$ cat src/adc_seq_consts.svh
// Purpose: Offsets, field positions, reset values and counts of the
//          converter sequencer.
// Assumes: APB byte addresses, one 32-bit word per register.
// Notes:   Definitions only.
`ifndef ADC_SEQ_CONSTS_SVH
`define ADC_SEQ_CONSTS_SVH

`define ADDR_W        12
`define OFF_CTRL      12'h000
`define OFF_SEQ       12'h004
`define OFF_DIFF      12'h008
`define OFF_INJ       12'h00C
`define OFF_DATA      12'h010
`define OFF_JDATA     12'h014
`define OFF_STATUS    12'h018
`define OFF_IE        12'h01C
`define OFF_CLR       12'h020
`define OFF_AWD_THR   12'h024
`define OFF_AWD_MASK  12'h030
`define AWD_STRIDE    12'h004

`define CTRL_RES_LSB  0
`define CTRL_RES_MSB  3
`define CTRL_SCAN     4
`define CTRL_DMA      5
`define CTRL_TSEL_LSB 6
`define CTRL_TSEL_MSB 7
`define CTRL_INJ_EN   8
`define CTRL_SIMUL    9
`define CTRL_START    10
`define CTRL_EN       11
`define CTRL_W        12
`define CTRL_RST      12'h00C

`define ST_EOC        0
`define ST_EOS        1
`define ST_JEOC       2
`define ST_AWD0       3
`define ST_W          6

`define RES_MAX       4'hC
`define RES_MIN       4'h6
`define MSB_IDX       4'hB
`define CODE_MSB      12'h800
`define THR_HI_LSB    16
`define N_CH          19
`define N_AWD         3
`define CH_W          5
`define CH_TEMP       5'h10
`define CH_VBAT       5'h11
`define CH_VREF       5'h12
`define CH_NONE       5'h1F
`define CH_UNUSED     5'h0F
`define SMP_TIME_NS   40
`define CLK_PERIOD_NS 10

`endif

$ cat src/adc_seq_pkg.sv
// Purpose: Types shared by the converter sequencer.
// Assumes: adc_seq_consts.svh for widths.
// Notes:   State of the top module is one packed struct.
`include "adc_seq_consts.svh"

package adc_seq_pkg;

  typedef enum logic [1:0] {
    ST_IDLE   = 2'b00,
    ST_SAMPLE = 2'b01,
    ST_CONV   = 2'b10,
    ST_DONE   = 2'b11
  } seq_state_type;

  typedef struct packed {
    logic                    sample;
    logic [`N_CH-1:0]        track_mask;
    logic [`CH_W-1:0]        ch;
    logic                    diff;
    logic [11:0]             dac_code;
    logic                    temp_en;
    logic                    vbat_div_en;
    logic                    vref_en;
  } afe_ctrl_type;

  typedef struct packed {
    seq_state_type           state;
    logic [`CTRL_W-1:0]      ctrl;
    logic [`N_CH-1:0]        seq;
    logic [`N_CH-1:0]        diff;
    logic [`CH_W-1:0]        inj;
    logic [11:0]             data;
    logic [11:0]             jdata;
    logic [`ST_W-1:0]        status;
    logic [`ST_W-1:0]        ie;
    logic [`N_AWD-1:0][11:0] awd_lo;
    logic [`N_AWD-1:0][11:0] awd_hi;
    logic [`N_AWD-1:0][`N_CH-1:0] awd_mask;
    logic [`CH_W-1:0]        ch;
    logic [11:0]             code;
    logic [3:0]              bit_idx;
    logic [7:0]              cnt;
    logic                    inj_active;
    logic                    first;
    logic                    reg_pend;
    logic                    inj_pend;
    logic                    dma_pend;
    logic                    ack;
    logic                    slverr;
    logic [31:0]             prdata;
  } seq_regs_type;

endpackage

$ cat src/adc_sequencer_control.sv
// Purpose: Digital control of a SAR converter: sequencing, SAR search,
//          watchdogs, DMA request and APB register file.
// Assumes: comp_i is the comparator, high when input >= dac_code.
// Notes:
`timescale 1ns/1ps
`include "adc_seq_consts.svh"

module adc_sequencer_control
  import adc_seq_pkg::*;
#(
  parameter int SMP_CYCLES = (`SMP_TIME_NS + `CLK_PERIOD_NS - 1) / `CLK_PERIOD_NS
) (
  // Clock, reset, enable
  input  wire logic               core_clk_i,
  input  wire logic               arst_n_i,
  input  wire logic               ce_i,
  // APB slave
  input  wire logic               psel_i,
  input  wire logic               penable_i,
  input  wire logic               pwrite_i,
  input  wire logic [`ADDR_W-1:0] paddr_i,
  input  wire logic [31:0]        pwdata_i,
  output logic [31:0]             prdata_o,
  output logic                    pready_o,
  output logic                    pslverr_o,
  // Triggers
  input  wire logic [2:0]         general_timers_trig_i,
  input  wire logic               advanced_timer_trig_i,
  // Analog front end
  input  wire logic               comp_i,
  output afe_ctrl_type            afe_o,
  // DMA and interrupt
  output logic                    dma_req_o,
  input  wire logic               dma_ack_i,
  output logic                    irq_o
);

  localparam logic [7:0] SMP_LAST = 8'(SMP_CYCLES - 1);

  seq_regs_type r_reg;
  seq_regs_type r_next;

  function automatic logic [3:0] res_eff(input logic [3:0] res);
    if (res < `RES_MIN) begin
      return `RES_MIN;
    end
    if (res > `RES_MAX) begin
      return `RES_MAX;
    end
    return res;
  endfunction

  // Lowest set channel at or above start; CH_NONE if none
  function automatic logic [`CH_W-1:0] first_from(input logic [`N_CH-1:0] m,
                                                 input logic [`CH_W-1:0] start);
    logic [`CH_W-1:0] f;
    f = `CH_NONE;
    for (int i = `N_CH - 1; i >= 0; i--) begin
      if (m[i] && (i >= int'(start))) begin
        f = `CH_W'(i);
      end
    end
    return f;
  endfunction

  function automatic logic [`N_CH-1:0] onehot(input logic [`CH_W-1:0] c);
    return `N_CH'(1) << c;
  endfunction

  // Channels that an injected conversion may select; code 15 has no input behind it
  function automatic logic ch_valid(input logic [`CH_W-1:0] c);
    if (c == `CH_UNUSED) begin
      return 1'b0;
    end
    return (c < `CH_W'(`N_CH));
  endfunction

  // Watchdog window test on the right-aligned result
  function automatic logic out_of_window(input logic [11:0] v,
                                         input logic [11:0] lo,
                                         input logic [11:0] hi);
    return (v < lo) || (v > hi);
  endfunction

  logic             acc;
  logic             wr;
  logic             hit;
  logic [31:0]      rd_mux;
  logic [`ST_W-1:0] ev;
  logic [`ST_W-1:0] clr;
  logic [3:0]       lsb;
  logic [11:0]      result;
  logic             reg_trig;
  logic [1:0]       tsel;
  logic [`CH_W-1:0] nxt;

  // Out-of-range resolution codes clamp to the nearest legal width
  assign lsb  = `RES_MAX - res_eff(r_reg.ctrl[`CTRL_RES_MSB:`CTRL_RES_LSB]);
  assign tsel = r_reg.ctrl[`CTRL_TSEL_MSB:`CTRL_TSEL_LSB];

  // Register read decode
  // Unmapped offsets answer with pslverr and read zero
  always_comb begin
    rd_mux = 32'h0000_0000;
    hit    = 1'b1;
    unique case (paddr_i)
      `OFF_CTRL:   rd_mux = 32'(r_reg.ctrl);
      `OFF_SEQ:    rd_mux = 32'(r_reg.seq);
      `OFF_DIFF:   rd_mux = 32'(r_reg.diff);
      `OFF_INJ:    rd_mux = 32'(r_reg.inj);
      `OFF_DATA:   rd_mux = 32'(r_reg.data);
      `OFF_JDATA:  rd_mux = 32'(r_reg.jdata);
      `OFF_STATUS: rd_mux = 32'(r_reg.status);
      `OFF_IE:     rd_mux = 32'(r_reg.ie);
      `OFF_CLR:    rd_mux = 32'h0000_0000;
      default: begin
        hit = 1'b0;
        for (int i = 0; i < `N_AWD; i++) begin
          if (paddr_i == `OFF_AWD_THR + `AWD_STRIDE * `ADDR_W'(i)) begin
            hit    = 1'b1;
            rd_mux = {4'h0, r_reg.awd_hi[i], 4'h0, r_reg.awd_lo[i]};
          end
          if (paddr_i == `OFF_AWD_MASK + `AWD_STRIDE * `ADDR_W'(i)) begin
            hit    = 1'b1;
            rd_mux = 32'(r_reg.awd_mask[i]);
          end
        end
      end
    endcase
  end

  always_comb begin
    r_next = r_reg;
    acc    = psel_i && penable_i;
    // Write lands on the edge where pready is seen high
    wr     = acc && r_reg.ack && pwrite_i && !r_reg.slverr;
    ev     = '0;
    clr    = '0;
    result = r_reg.code >> lsb;
    nxt    = `CH_NONE;

    // One wait state keeps prdata a flop output
    r_next.ack = 1'b0;
    if (acc && !r_reg.ack) begin
      r_next.ack    = 1'b1;
      r_next.prdata = rd_mux;
      r_next.slverr = !hit;
    end

    if (wr) begin
      // Start reads back zero; it only arms a pending request
      unique case (paddr_i)
        `OFF_CTRL: r_next.ctrl = pwdata_i[`CTRL_W-1:0] & ~(`CTRL_W'(1) << `CTRL_START);
        `OFF_SEQ:  r_next.seq  = pwdata_i[`N_CH-1:0];
        `OFF_DIFF: r_next.diff = pwdata_i[`N_CH-1:0];
        `OFF_INJ:  r_next.inj  = pwdata_i[`CH_W-1:0];
        `OFF_IE:   r_next.ie   = pwdata_i[`ST_W-1:0];
        `OFF_CLR:  clr         = pwdata_i[`ST_W-1:0];
        default: begin
          for (int i = 0; i < `N_AWD; i++) begin
            if (paddr_i == `OFF_AWD_THR + `AWD_STRIDE * `ADDR_W'(i)) begin
              r_next.awd_lo[i] = pwdata_i[11:0];
              r_next.awd_hi[i] = pwdata_i[`THR_HI_LSB +: 12];
            end
            if (paddr_i == `OFF_AWD_MASK + `AWD_STRIDE * `ADDR_W'(i)) begin
              r_next.awd_mask[i] = pwdata_i[`N_CH-1:0];
            end
          end
        end
      endcase
    end

    // Trigger capture
    // Triggers while busy wait as one pending request each
    reg_trig = wr && (paddr_i == `OFF_CTRL) && pwdata_i[`CTRL_START];
    if (tsel != 2'b00) begin
      reg_trig = reg_trig || general_timers_trig_i[tsel - 2'b01];
    end
    if (reg_trig) begin
      r_next.reg_pend = 1'b1;
    end
    if (advanced_timer_trig_i && r_reg.ctrl[`CTRL_INJ_EN]) begin
      r_next.inj_pend = 1'b1;
    end

    unique case (r_reg.state)
      ST_IDLE: begin
        r_next.cnt = 8'h00;
        if (r_reg.ctrl[`CTRL_EN]) begin
          if (r_reg.inj_pend) begin
            // Injected goes first so shunt sampling stays near its edge
            r_next.inj_pend   = 1'b0;
            // A start on an unwired channel code is dropped
            if (ch_valid(r_reg.inj)) begin
              r_next.inj_active = 1'b1;
              r_next.ch         = r_reg.inj;
              r_next.first      = 1'b1;
              r_next.state      = ST_SAMPLE;
            end
          end else if (r_reg.reg_pend) begin
            // Start with an empty sequence is dropped
            r_next.reg_pend   = 1'b0;
            nxt               = first_from(r_reg.seq, '0);
            if (nxt != `CH_NONE) begin
              r_next.inj_active = 1'b0;
              r_next.ch         = nxt;
              r_next.first      = 1'b1;
              r_next.state      = ST_SAMPLE;
            end
          end
        end
      end
      ST_SAMPLE: begin
        // Window long enough for the hold capacitor to settle
        r_next.cnt = r_reg.cnt + 8'h01;
        if (r_reg.cnt >= SMP_LAST) begin
          r_next.cnt     = 8'h00;
          r_next.code    = `CODE_MSB;
          r_next.bit_idx = `MSB_IDX;
          r_next.state   = ST_CONV;
        end
      end
      ST_CONV: begin
        // One comparator decision per cycle, MSB first
        if (!comp_i) begin
          r_next.code[r_reg.bit_idx] = 1'b0;
        end
        // Resolution written mid-conversion must not run past bit 0
        if (r_reg.bit_idx <= lsb) begin
          r_next.state = ST_DONE;
        end else begin
          r_next.bit_idx = r_reg.bit_idx - 4'h1;
          r_next.code[r_reg.bit_idx - 4'h1] = 1'b1;
        end
      end
      ST_DONE: begin
        // Watchdogs look at every result, injected ones too
        for (int i = 0; i < `N_AWD; i++) begin
          if (r_reg.awd_mask[i][r_reg.ch] &&
              out_of_window(result, r_reg.awd_lo[i], r_reg.awd_hi[i])) begin
            ev[`ST_AWD0 + i] = 1'b1;
          end
        end
        r_next.state = ST_IDLE;
        r_next.first = 1'b0;
        if (r_reg.inj_active) begin
          r_next.jdata       = result;
          ev[`ST_JEOC]       = 1'b1;
          r_next.inj_active  = 1'b0;
        end else begin
          r_next.data        = result;
          ev[`ST_EOC]        = 1'b1;
          if (r_reg.ctrl[`CTRL_DMA]) begin
            r_next.dma_pend  = 1'b1;
          end
          if (r_reg.ctrl[`CTRL_SCAN] && r_reg.ch != `CH_NONE) begin
            nxt = first_from(r_reg.seq, r_reg.ch + `CH_W'(1));
          end
          if (nxt != `CH_NONE) begin
            r_next.ch = nxt;
            // Simultaneous mode converts held values, no new sample
            if (r_reg.ctrl[`CTRL_SIMUL]) begin
              r_next.code    = `CODE_MSB;
              r_next.bit_idx = `MSB_IDX;
              r_next.state   = ST_CONV;
            end else begin
              r_next.state   = ST_SAMPLE;
            end
          end else begin
            ev[`ST_EOS] = 1'b1;
          end
        end
      end
    endcase

    // DMA ack clears unless a new regular result lands the same cycle
    if (dma_ack_i && !(r_reg.state == ST_DONE && !r_reg.inj_active)) begin
      r_next.dma_pend = 1'b0;
    end
    // Set wins over clear
    r_next.status = (r_reg.status & ~clr) | ev;
    // Enable as it will stand, so one write of enable and start keeps the start
    if (!r_next.ctrl[`CTRL_EN]) begin
      r_next.reg_pend = 1'b0;
      r_next.inj_pend = 1'b0;
    end
  end

  // Clock enable low freezes every flop, APB answer included
  always_ff @(posedge core_clk_i or negedge arst_n_i) begin
    if (!arst_n_i) begin
      r_reg          <= '0;
      r_reg.state    <= ST_IDLE;
      r_reg.ctrl     <= `CTRL_RST;
      // Channel code that selects no input until the first conversion starts
      r_reg.ch       <= `CH_NONE;
    end else if (ce_i) begin
      r_reg <= r_next;
    end
  end

  // Front-end controls decode from flops, so no glitch reaches a switch
  always_comb begin
    afe_o             = '0;
    afe_o.sample      = (r_reg.state == ST_SAMPLE);
    afe_o.ch          = r_reg.ch;
    afe_o.diff        = ch_valid(r_reg.ch) ? r_reg.diff[r_reg.ch] : 1'b0;
    afe_o.dac_code    = r_reg.code;
    afe_o.temp_en     = (r_reg.ch == `CH_TEMP);
    afe_o.vbat_div_en = (r_reg.ch == `CH_VBAT);
    afe_o.vref_en     = (r_reg.ch == `CH_VREF);
    if (r_reg.state == ST_SAMPLE) begin
      if (r_reg.ctrl[`CTRL_SIMUL] && r_reg.first && !r_reg.inj_active) begin
        afe_o.track_mask = r_reg.seq;
      end else begin
        afe_o.track_mask = onehot(r_reg.ch);
      end
    end
  end

  assign prdata_o  = r_reg.prdata;
  assign pready_o  = r_reg.ack;
  assign pslverr_o = r_reg.ack && r_reg.slverr;
  assign dma_req_o = r_reg.dma_pend;
  // Level interrupt, held until status is cleared or masked
  assign irq_o     = |(r_reg.status & r_reg.ie);

endmodule

$ cat config.mk
export PLATFORM = sky130hd
export DESIGN_NAME = adc_sequencer_control
export DESIGN_NICKNAME = d
export VERILOG_FILES = /design/src/adc_seq_pkg.sv /design/src/adc_sequencer_control.sv
export VERILOG_INCLUDE_DIRS = /design/src
export SDC_FILE = /design/constraint.sdc
export NUM_CORES = 1
export LEC_CHECK = 0
export ABC_AREA = 1
export BUFFER_PORTS_ARGS = -buffer_cell sky130_fd_sc_hd__buf_2
export CORE_UTILIZATION = 50
export DETAILED_ROUTE_END_ITERATION = 8
export GPL_TIMING_DRIVEN = 0
export PLACE_DENSITY = 0.77
export SYNTH_ARGS = -nofsm -noshare
export SYNTH_HDL_FRONTEND = slang
export SYNTH_SLANG_ARGS = --single-unit
$ cat constraint.sdc
create_clock -name core_clk_i -period 4.85 [get_ports core_clk_i]
set_input_delay 0.97 -clock core_clk_i [delete_from_list [all_inputs] [get_ports core_clk_i]]
set_output_delay 0.97 -clock core_clk_i [all_outputs]
set_load 0.05 [all_outputs]
==> impl_metrics.py, run 1 <==
metrics = {
    "outcome": {
        "status": "complete, but fails checks",
        "violations": "capacitance limit",
    },
    "power": {
        "pwr_density_cell_nw_per_um2": 404.8,
        "ir_drop_mv": 0.4190,
        "p_leak_nw": 9.213,
        "finalPower_mw": 8.039,
    },
    "critical_path": {
        "cp_slowest_cell": "dfstp_2",
        "worst-setup-path-type": "reg -> reg",
        "crit_top_cell": "nand2_1",
        "path_cells": "inv_1 -> nand2_1 -> nand2_1 -> clkbuf_1 -> clkbuf_2 -> ha_1 -> clkbuf_1 -> clkbuf_2 -> nor2_1 -> a31oi_1 -> o21ai_1 -> buf_4 -> ha_1 -> nand2_1 -> nor3_1 -> a21oi_1 -> o211ai_1 -> o21ai_0 -> nand2_1 -> nand3_1 -> nand2_1",
        "startpoint_type": "register",
        "crit_arrival_ps": 5170,
        "end_kind": "register",
        "cp.required_ps": 5320,
        "cpPeakStageDelay_ps": 550,
        "path_max_fanout": 10,
    },
    "sta": {
        "slew_headroom": 0.01054,
        "finalHoldViolations": 0,
        "period_share": 0.9691,
        "worst_pin_slew_ps": 1473,
        "finClkSkew_ps": 10.77,
        "setup_tns_ps": 0,
        "fmax_ghz": 0.2128,
        "slew_viol_final": 0,
        "setup_violations": 0,
        "period_needed_ps": 4700,
    },
    "floorplan": {
        "ios": 133,
        "fp.dieArea_um2": 35240,
        "core_um2": 33700,
        "start_util": 0.5118,
        "dieHeight_um": 187.7,
        "die_x_um": 187.7,
        "num_rows": 67,
    },
    "logic_synthesis": {
        "synth.avg_cell_area_um2": 7.694,
        "synth_cell_type_count": 68,
        "ys_top_cells_by_area": "dfrtp_1 40%, nand2_1 11%, o21ai_0 10%",
        "seq_area_frac_synth": 0.4140,
        "synth_cells": 2242,
        "ys.flop_type": "dfrtp_1",
        "ys_ff_latch": 285,
        "netlist_area_um2": 17250,
        "yosys.area.top_type": "dfrtp_1",
        "synth_top_cell_area_share": 0.4033,
        "async_reset_ff_frac": 1.000,
        "ys_warn_count": 0,
        "synth-edff-count": 0,
    },
    "cells_and_area": {
        "fin_nets": 2556,
        "insertedDiodeCount": 0,
        "largest_reg_flops": 238,
        "layout-drive-gt1-share": 0.1352,
        "final_cell_mix": "511 x nand2_1, 354 x o21ai_0, 278 x dfrtp_1",
        "area_growth_syn_to_layout_pct": 15.12,
        "final_common_cell": "nand2_1",
        "final_cells": 2882,
    },
    "drt": {
        "vias": 17290,
        "first_iter_violations": 1703,
        "drt_wl_total_mm": 60.93,
        "met1_length_mm": 23.99,
        "viasPerCell": 6.000,
        "dr.max_layer_used": "met5",
        "post-route-drc-count": 0,
        "drtAntennaViolNets": 0,
        "wl_met3_mm": 5.934,
        "wl_per_cell_um": 21.14,
        "wl_met2_mm": 27.62,
        "drtPass1Iterations": 5,
    },
    "clocking": {
        "cts_buffers": 34,
        "clockBufferDepth": 3,
        "postCtsHoldBufs": 0,
        "tritoncts": "built",
        "cts_sinks": 285,
        "clk_latency_ps": 530,
        "htreeDepth": 2,
        "path_clk_slew_ps": 60,
        "root_buffer": "clkbuf_16",
    },
    "place": {
        "io_buffers": 123,
        "dpl.cell_count": 2823,
        "gp_congestion": 0.9888,
        "dpl.hpwl_mm": 45.96,
    },
    "run": {
        "drv_cap": 1,
    },
    "global_routing": {
        "first_global_vias": 16530,
        "antenna_found_initial": 1,
        "grt_pass1_wl_mm": 93.21,
        "grt_overflow": 0,
        "grt_use_total": 0.3426,
        "grt_max_degree": 120,
    },
    "min_path": {
        "hold_path_class": "in -> async",
    },
}
-- Yosys cell counts (all sizes together) (5+ instances only) --
cell type    n
ha          88
a221oi      28
clkbuf      63
o22ai       26
nor2       119
inv        280
clkinv       6
nand2      519
o211ai      23
dfrtp      278
o221ai      15
a31oi       14
o21ai      385
a211oi      30
a21oi      102
o31ai        5
dfstp        7
nor4        10
a22oi        5
buf         74
nor3        28
nand3       78
nand4       20
o2111ai      5
-- critical path: cells and delay by family, from the launching register on --
| kind | cells | cell delay (ps) |
|---|---|---|
| buffers and inverters | 6 | 1310 |
| AND/OR/NAND/NOR | 8 | 1150 |
| adder cells (fa/ha/maj) | 2 | 600 |
| AO/OA/AOI/OAI | 5 | 1020 |
| flip-flops | 1 | 550 |
-- cell families (layout without fill, tap and decap cells) --
logic type               Yosys count  after routing  synth area share
other                              2              5         0.0004354
XOR/XNOR                           3              3          0.001524
flip-flops                       285            285            0.4140
AO/OA/AOI/OAI                    660            660            0.2214
adder cells (fa/ha/maj)           88             88           0.06383
AND/OR/NAND/NOR                  781            781            0.1924
buffers and inverters            423            612            0.1065
-- report_power, final --
group	switching, mW	internal, mW
Combinational	1.86	0.706
Sequential	0.150	2.50
Clock	1.04	1.78
-- per-stage QoR --
step	worst slack, ps	hold WS, ps	cell area, um2	util
global route	-19.18	415.1	19860	0.5892
CTS	35.56	389.2	19800	0.5874
finish	150.0	376.6	19860	0.5892
floorplan	771.3	447.0	17260	-
detailed placement	-218.1	467.1	18550	0.5504
global placement	-2446	463.9	18440	0.5471
-- worst paths after layout --
path,start,to,slack (ps),depth (start not counted)
max reg2reg,r_reg[279]$_DFFE_PN1P_,r_reg[206]$_DFFE_PN0P_,150,21
max,r_reg[279]$_DFFE_PN1P_,r_reg[206]$_DFFE_PN0P_,150,21
min in group core_clk_i,prdata_o[16]$_DFFE_PN0P_,prdata_o[16]$_DFFE_PN0P_,480,2
min,arst_n_i,r_reg[283]$_DFFE_PN0P_,380,1
min reg2reg,prdata_o[16]$_DFFE_PN0P_,prdata_o[16]$_DFFE_PN0P_,480,2
max in group asynchronous,arst_n_i,prdata_o[19]$_DFFE_PN0P_,3000,3
-- metal layers --
metal	global-route usage	vias to the layer above
met5	0	-
met4	0.1836	2
met3	0.07168	197
met2	0.5413	947
met1	0.4409	8277
li1	-	7868
-- area by class of cell --
class	instances	area, um2
Multi-Input combinational cell	1537	8353
Timing Repair Buffer	131	729.5
Tap cell	448	560.5
Inverter	286	1090
Sequential cell	285	7141
Fill cell	3068	13840
Clock inverter	11	215.2
Buffer	137	754.5
Clock buffer	47	1013
-- what timing repair did --
action	CTS	global route
hold endpoints to repair	0	0
setup buffers	0	1
cloned	0	0
gates resized for setup	6	16
pin swaps	0	1
setup endpoints to repair	3	3
No activity file was read; power rests on OpenSTA's default activity.
==> inputs of run 2 (changes only) <==
--- a/config.mk
+++ b/config.mk
@@ -11,6 +11,7 @@
 export CORE_UTILIZATION = 50
 export DETAILED_ROUTE_END_ITERATION = 8
 export GPL_TIMING_DRIVEN = 0
+export MAX_ROUTING_LAYER = met4
 export PLACE_DENSITY = 0.77
 export SYNTH_ARGS = -nofsm -noshare
 export SYNTH_HDL_FRONTEND = slang
==> run 2 against run 1 <==
  * The run now ends clean
  * Largest cell class unchanged
  * Non-clock buffer count up 3
  * Via count grew 0.48%
  * Global-route usage up 1.4 points
  * Sequential power barely moved
  * Clock skew up 7.4 ps
  * Critical endpoint is now r_reg[207]$_DFFE_PN0P_
  * Highest routed layer is now met4
  * Die area unchanged
  * Total power decreased by 3.7%
  * Critical path type unchanged
  * First-iteration DRC count is 10% higher
==> impl_metrics.py, run 2 (synthesis gave the netlist of run 1 again) <==
metrics = {
    "outcome": {
        "status": "finished clean",
    },
    "power": {
        "internal_power_mw": 4.708,
        "pwr-share-clk": 0.327,
        "swShare": 0.3919,
        "ir_drop_mv": 0.4283,
        "switchingPower_mw": 3.034,
        "pwr_density_cell_nw_per_um2": 391.8,
        "p_leak_nw": 9.164,
        "p_comb_frac": 0.331,
        "pwr-share-seq": 0.342,
    },
    "cells_and_area": {
        "final_common_cell": "nand2_1",
        "final_cells": 2886,
        "fin_nets": 2559,
        "fin_util": 0.5864,
        "final_cell_mix": "511 x nand2_1, 354 x o21ai_0, 278 x dfrtp_1",
        "largest_reg_flops": 238,
        "insertedDiodeCount": 0,
        "area_growth_syn_to_layout_pct": 14.56,
        "layout-drive-gt1-share": 0.1354,
    },
    "sta": {
        "finClkSkew_ps": 18.14,
        "setup_violations": 0,
        "worst_pin_slew_ps": 1069,
        "finalHoldViolations": 0,
        "period_share": 0.9403,
        "slew_viol_final": 0,
        "fin_hold_ws_ps": 484.6,
        "grt_setup_unrepaired": "false",
        "fmax_ghz": 0.2193,
        "period_needed_ps": 4560,
        "slew_headroom": 0.2816,
    },
    "clocking": {
        "cts_sinks": 285,
        "clk_latency_ps": 540,
        "cts_buffers": 34,
        "root_buffer": "clkbuf_16",
        "htreeDepth": 2,
        "clockBufferDepth": 3,
        "tritoncts": "built",
        "path_clk_slew_ps": 60,
    },
    "critical_path": {
        "cp_slowest_cell": "dfstp_2",
        "path_cells": "inv_1 -> nand2_1 -> nand2_1 -> clkbuf_1 -> clkbuf_2 -> ha_1 -> clkbuf_1 -> clkbuf_2 -> nor2_1 -> a31oi_1 -> o21ai_1 -> buf_4 -> ha_1 -> nand4_1 -> o41ai_1 -> o21ai_0 -> nand3_1 -> o21ai_0",
        "cpPeakStageDelay_ps": 540,
        "path_max_fanout": 10,
        "startpoint_type": "register",
        "cp.required_ps": 5250,
        "end_kind": "register",
        "worst-setup-path-type": "reg -> reg",
        "worstSetupStartpoint": "r_reg[279]$_DFFE_PN1P_",
        "crit_arrival_ps": 4960,
        "worstReg2RegStart": "r_reg[279]$_DFFE_PN1P_",
    },
    "floorplan": {
        "core_um2": 33700,
        "die_x_um": 187.7,
        "dieHeight_um": 187.7,
        "ios": 133,
        "start_util": 0.5118,
        "fp.dieArea_um2": 35240,
        "num_rows": 67,
    },
    "global_routing": {
        "first_global_vias": 16570,
        "grt_pass1_wl_mm": 93.96,
        "grt_max_degree": 110,
        "grt_use_total": 0.3566,
        "grt_overflow": 0,
        "antenna_found_initial": 0,
    },
    "drt": {
        "post-route-drc-count": 0,
        "first_iter_violations": 1875,
        "vias": 17370,
        "drt_wl_total_mm": 61.36,
        "viasPerCell": 6.020,
        "drtPass1Iterations": 6,
        "drtAntennaViolNets": 0,
        "wl_per_cell_um": 21.26,
    },
    "place": {
        "gp_congestion": 1.014,
        "dpl.hpwl_mm": 46.15,
        "dpl.cell_count": 2824,
        "io_buffers": 123,
    },
    "run": {
        "drv_cap": 0,
    },
    "min_path": {
        "hold_path_class": "reg -> reg",
        "worstHoldStart": "r_reg[76]$_DFFE_PN0P_",
    },
}
run 2: changes by cell type in the layout (fill, tap and decap cells not counted), moves of 2 or more:
cell        change
clkbuf_8        +3
inv_2           -2
clkinv_2        +4
clkinvlp_4      +3
bufinv_16       -6
run 2: worst paths after layout:
kind | end | slack [ps] | depth (start not counted)
max | r_reg[207]$_DFFE_PN0P_ | 290 | 18
min in group asynchronous | r_reg[275]$_DFFE_PN0P_ | 500 | 1
min | r_reg[76]$_DFFE_PN0P_ | 480 | 2
min reg2reg | r_reg[76]$_DFFE_PN0P_ | 480 | 2
max reg2reg | r_reg[207]$_DFFE_PN0P_ | 290 | 18
max in group asynchronous | r_reg[180]$_DFFE_PN0P_ | 3350 | 2
run 2: power groups by stage:
stage          combinational [mW]  clock [mW]  sequential, mW
2_1_floorplan                1.74           0            2.62
3_3_place_gp                 2.44           0            2.68
3_5_place_dp                 2.48           0            2.68
4_1_cts                      2.49        2.55            2.64
5_1_grt                      2.76        2.65            2.66
6_report                     2.56        2.53            2.65
run 2: timing repair:
item	CTS	global route
resized for setup	5	14
hold endpoints to repair	0	0
hold buffers	0	0
pin swaps	0	1
setup buffers	0	2
endpoints found under the setup margin	3	3
run 2: worst max-delay path: cells and delay by family (launching register included):
family | cells | cell delay [ps]
DFF | 1 | 540
adders and majority gates | 2 | 610
buffers and inverters | 6 | 1270
and+or+nand+nor | 5 | 620
AOI/OAI and AO/OA | 5 | 1360
run 2: cell type report:
type / count / area, um2
timing repair buffer: 134 / 768.2
clock inverter: 10 / 57.56
multi-input combinational: 1537 / 8338
buffer: 137 / 754.5
clock buffer: 49 / 1051
tap: 448 / 560.5
inverter: 286 / 1090
sequential: 285 / 7141
fill: 3164 / 13940
run 2: routing by layer:
metal	routed length (um)	global-route usage	vias up
li1	-	-	7867
met1	23910	0.4463	8308
met2	27990	0.5563	995
met3	6173	0.07037	204
met4	3295	0.1660	0
met5	0	-	-
run 2: through the flow:
stage	setup slack [ps]	cell area [um2]	power, mW	TNS (ps)
after floorplan	771.3	17260	4.364	0
after global placement	-2459	18440	5.122	-684200
after detailed placement	-198.4	18560	5.167	-433.0
after CTS	118.9	19680	7.689	0
after global routing	18.59	19760	8.064	0
final	289.5	19760	7.742	0
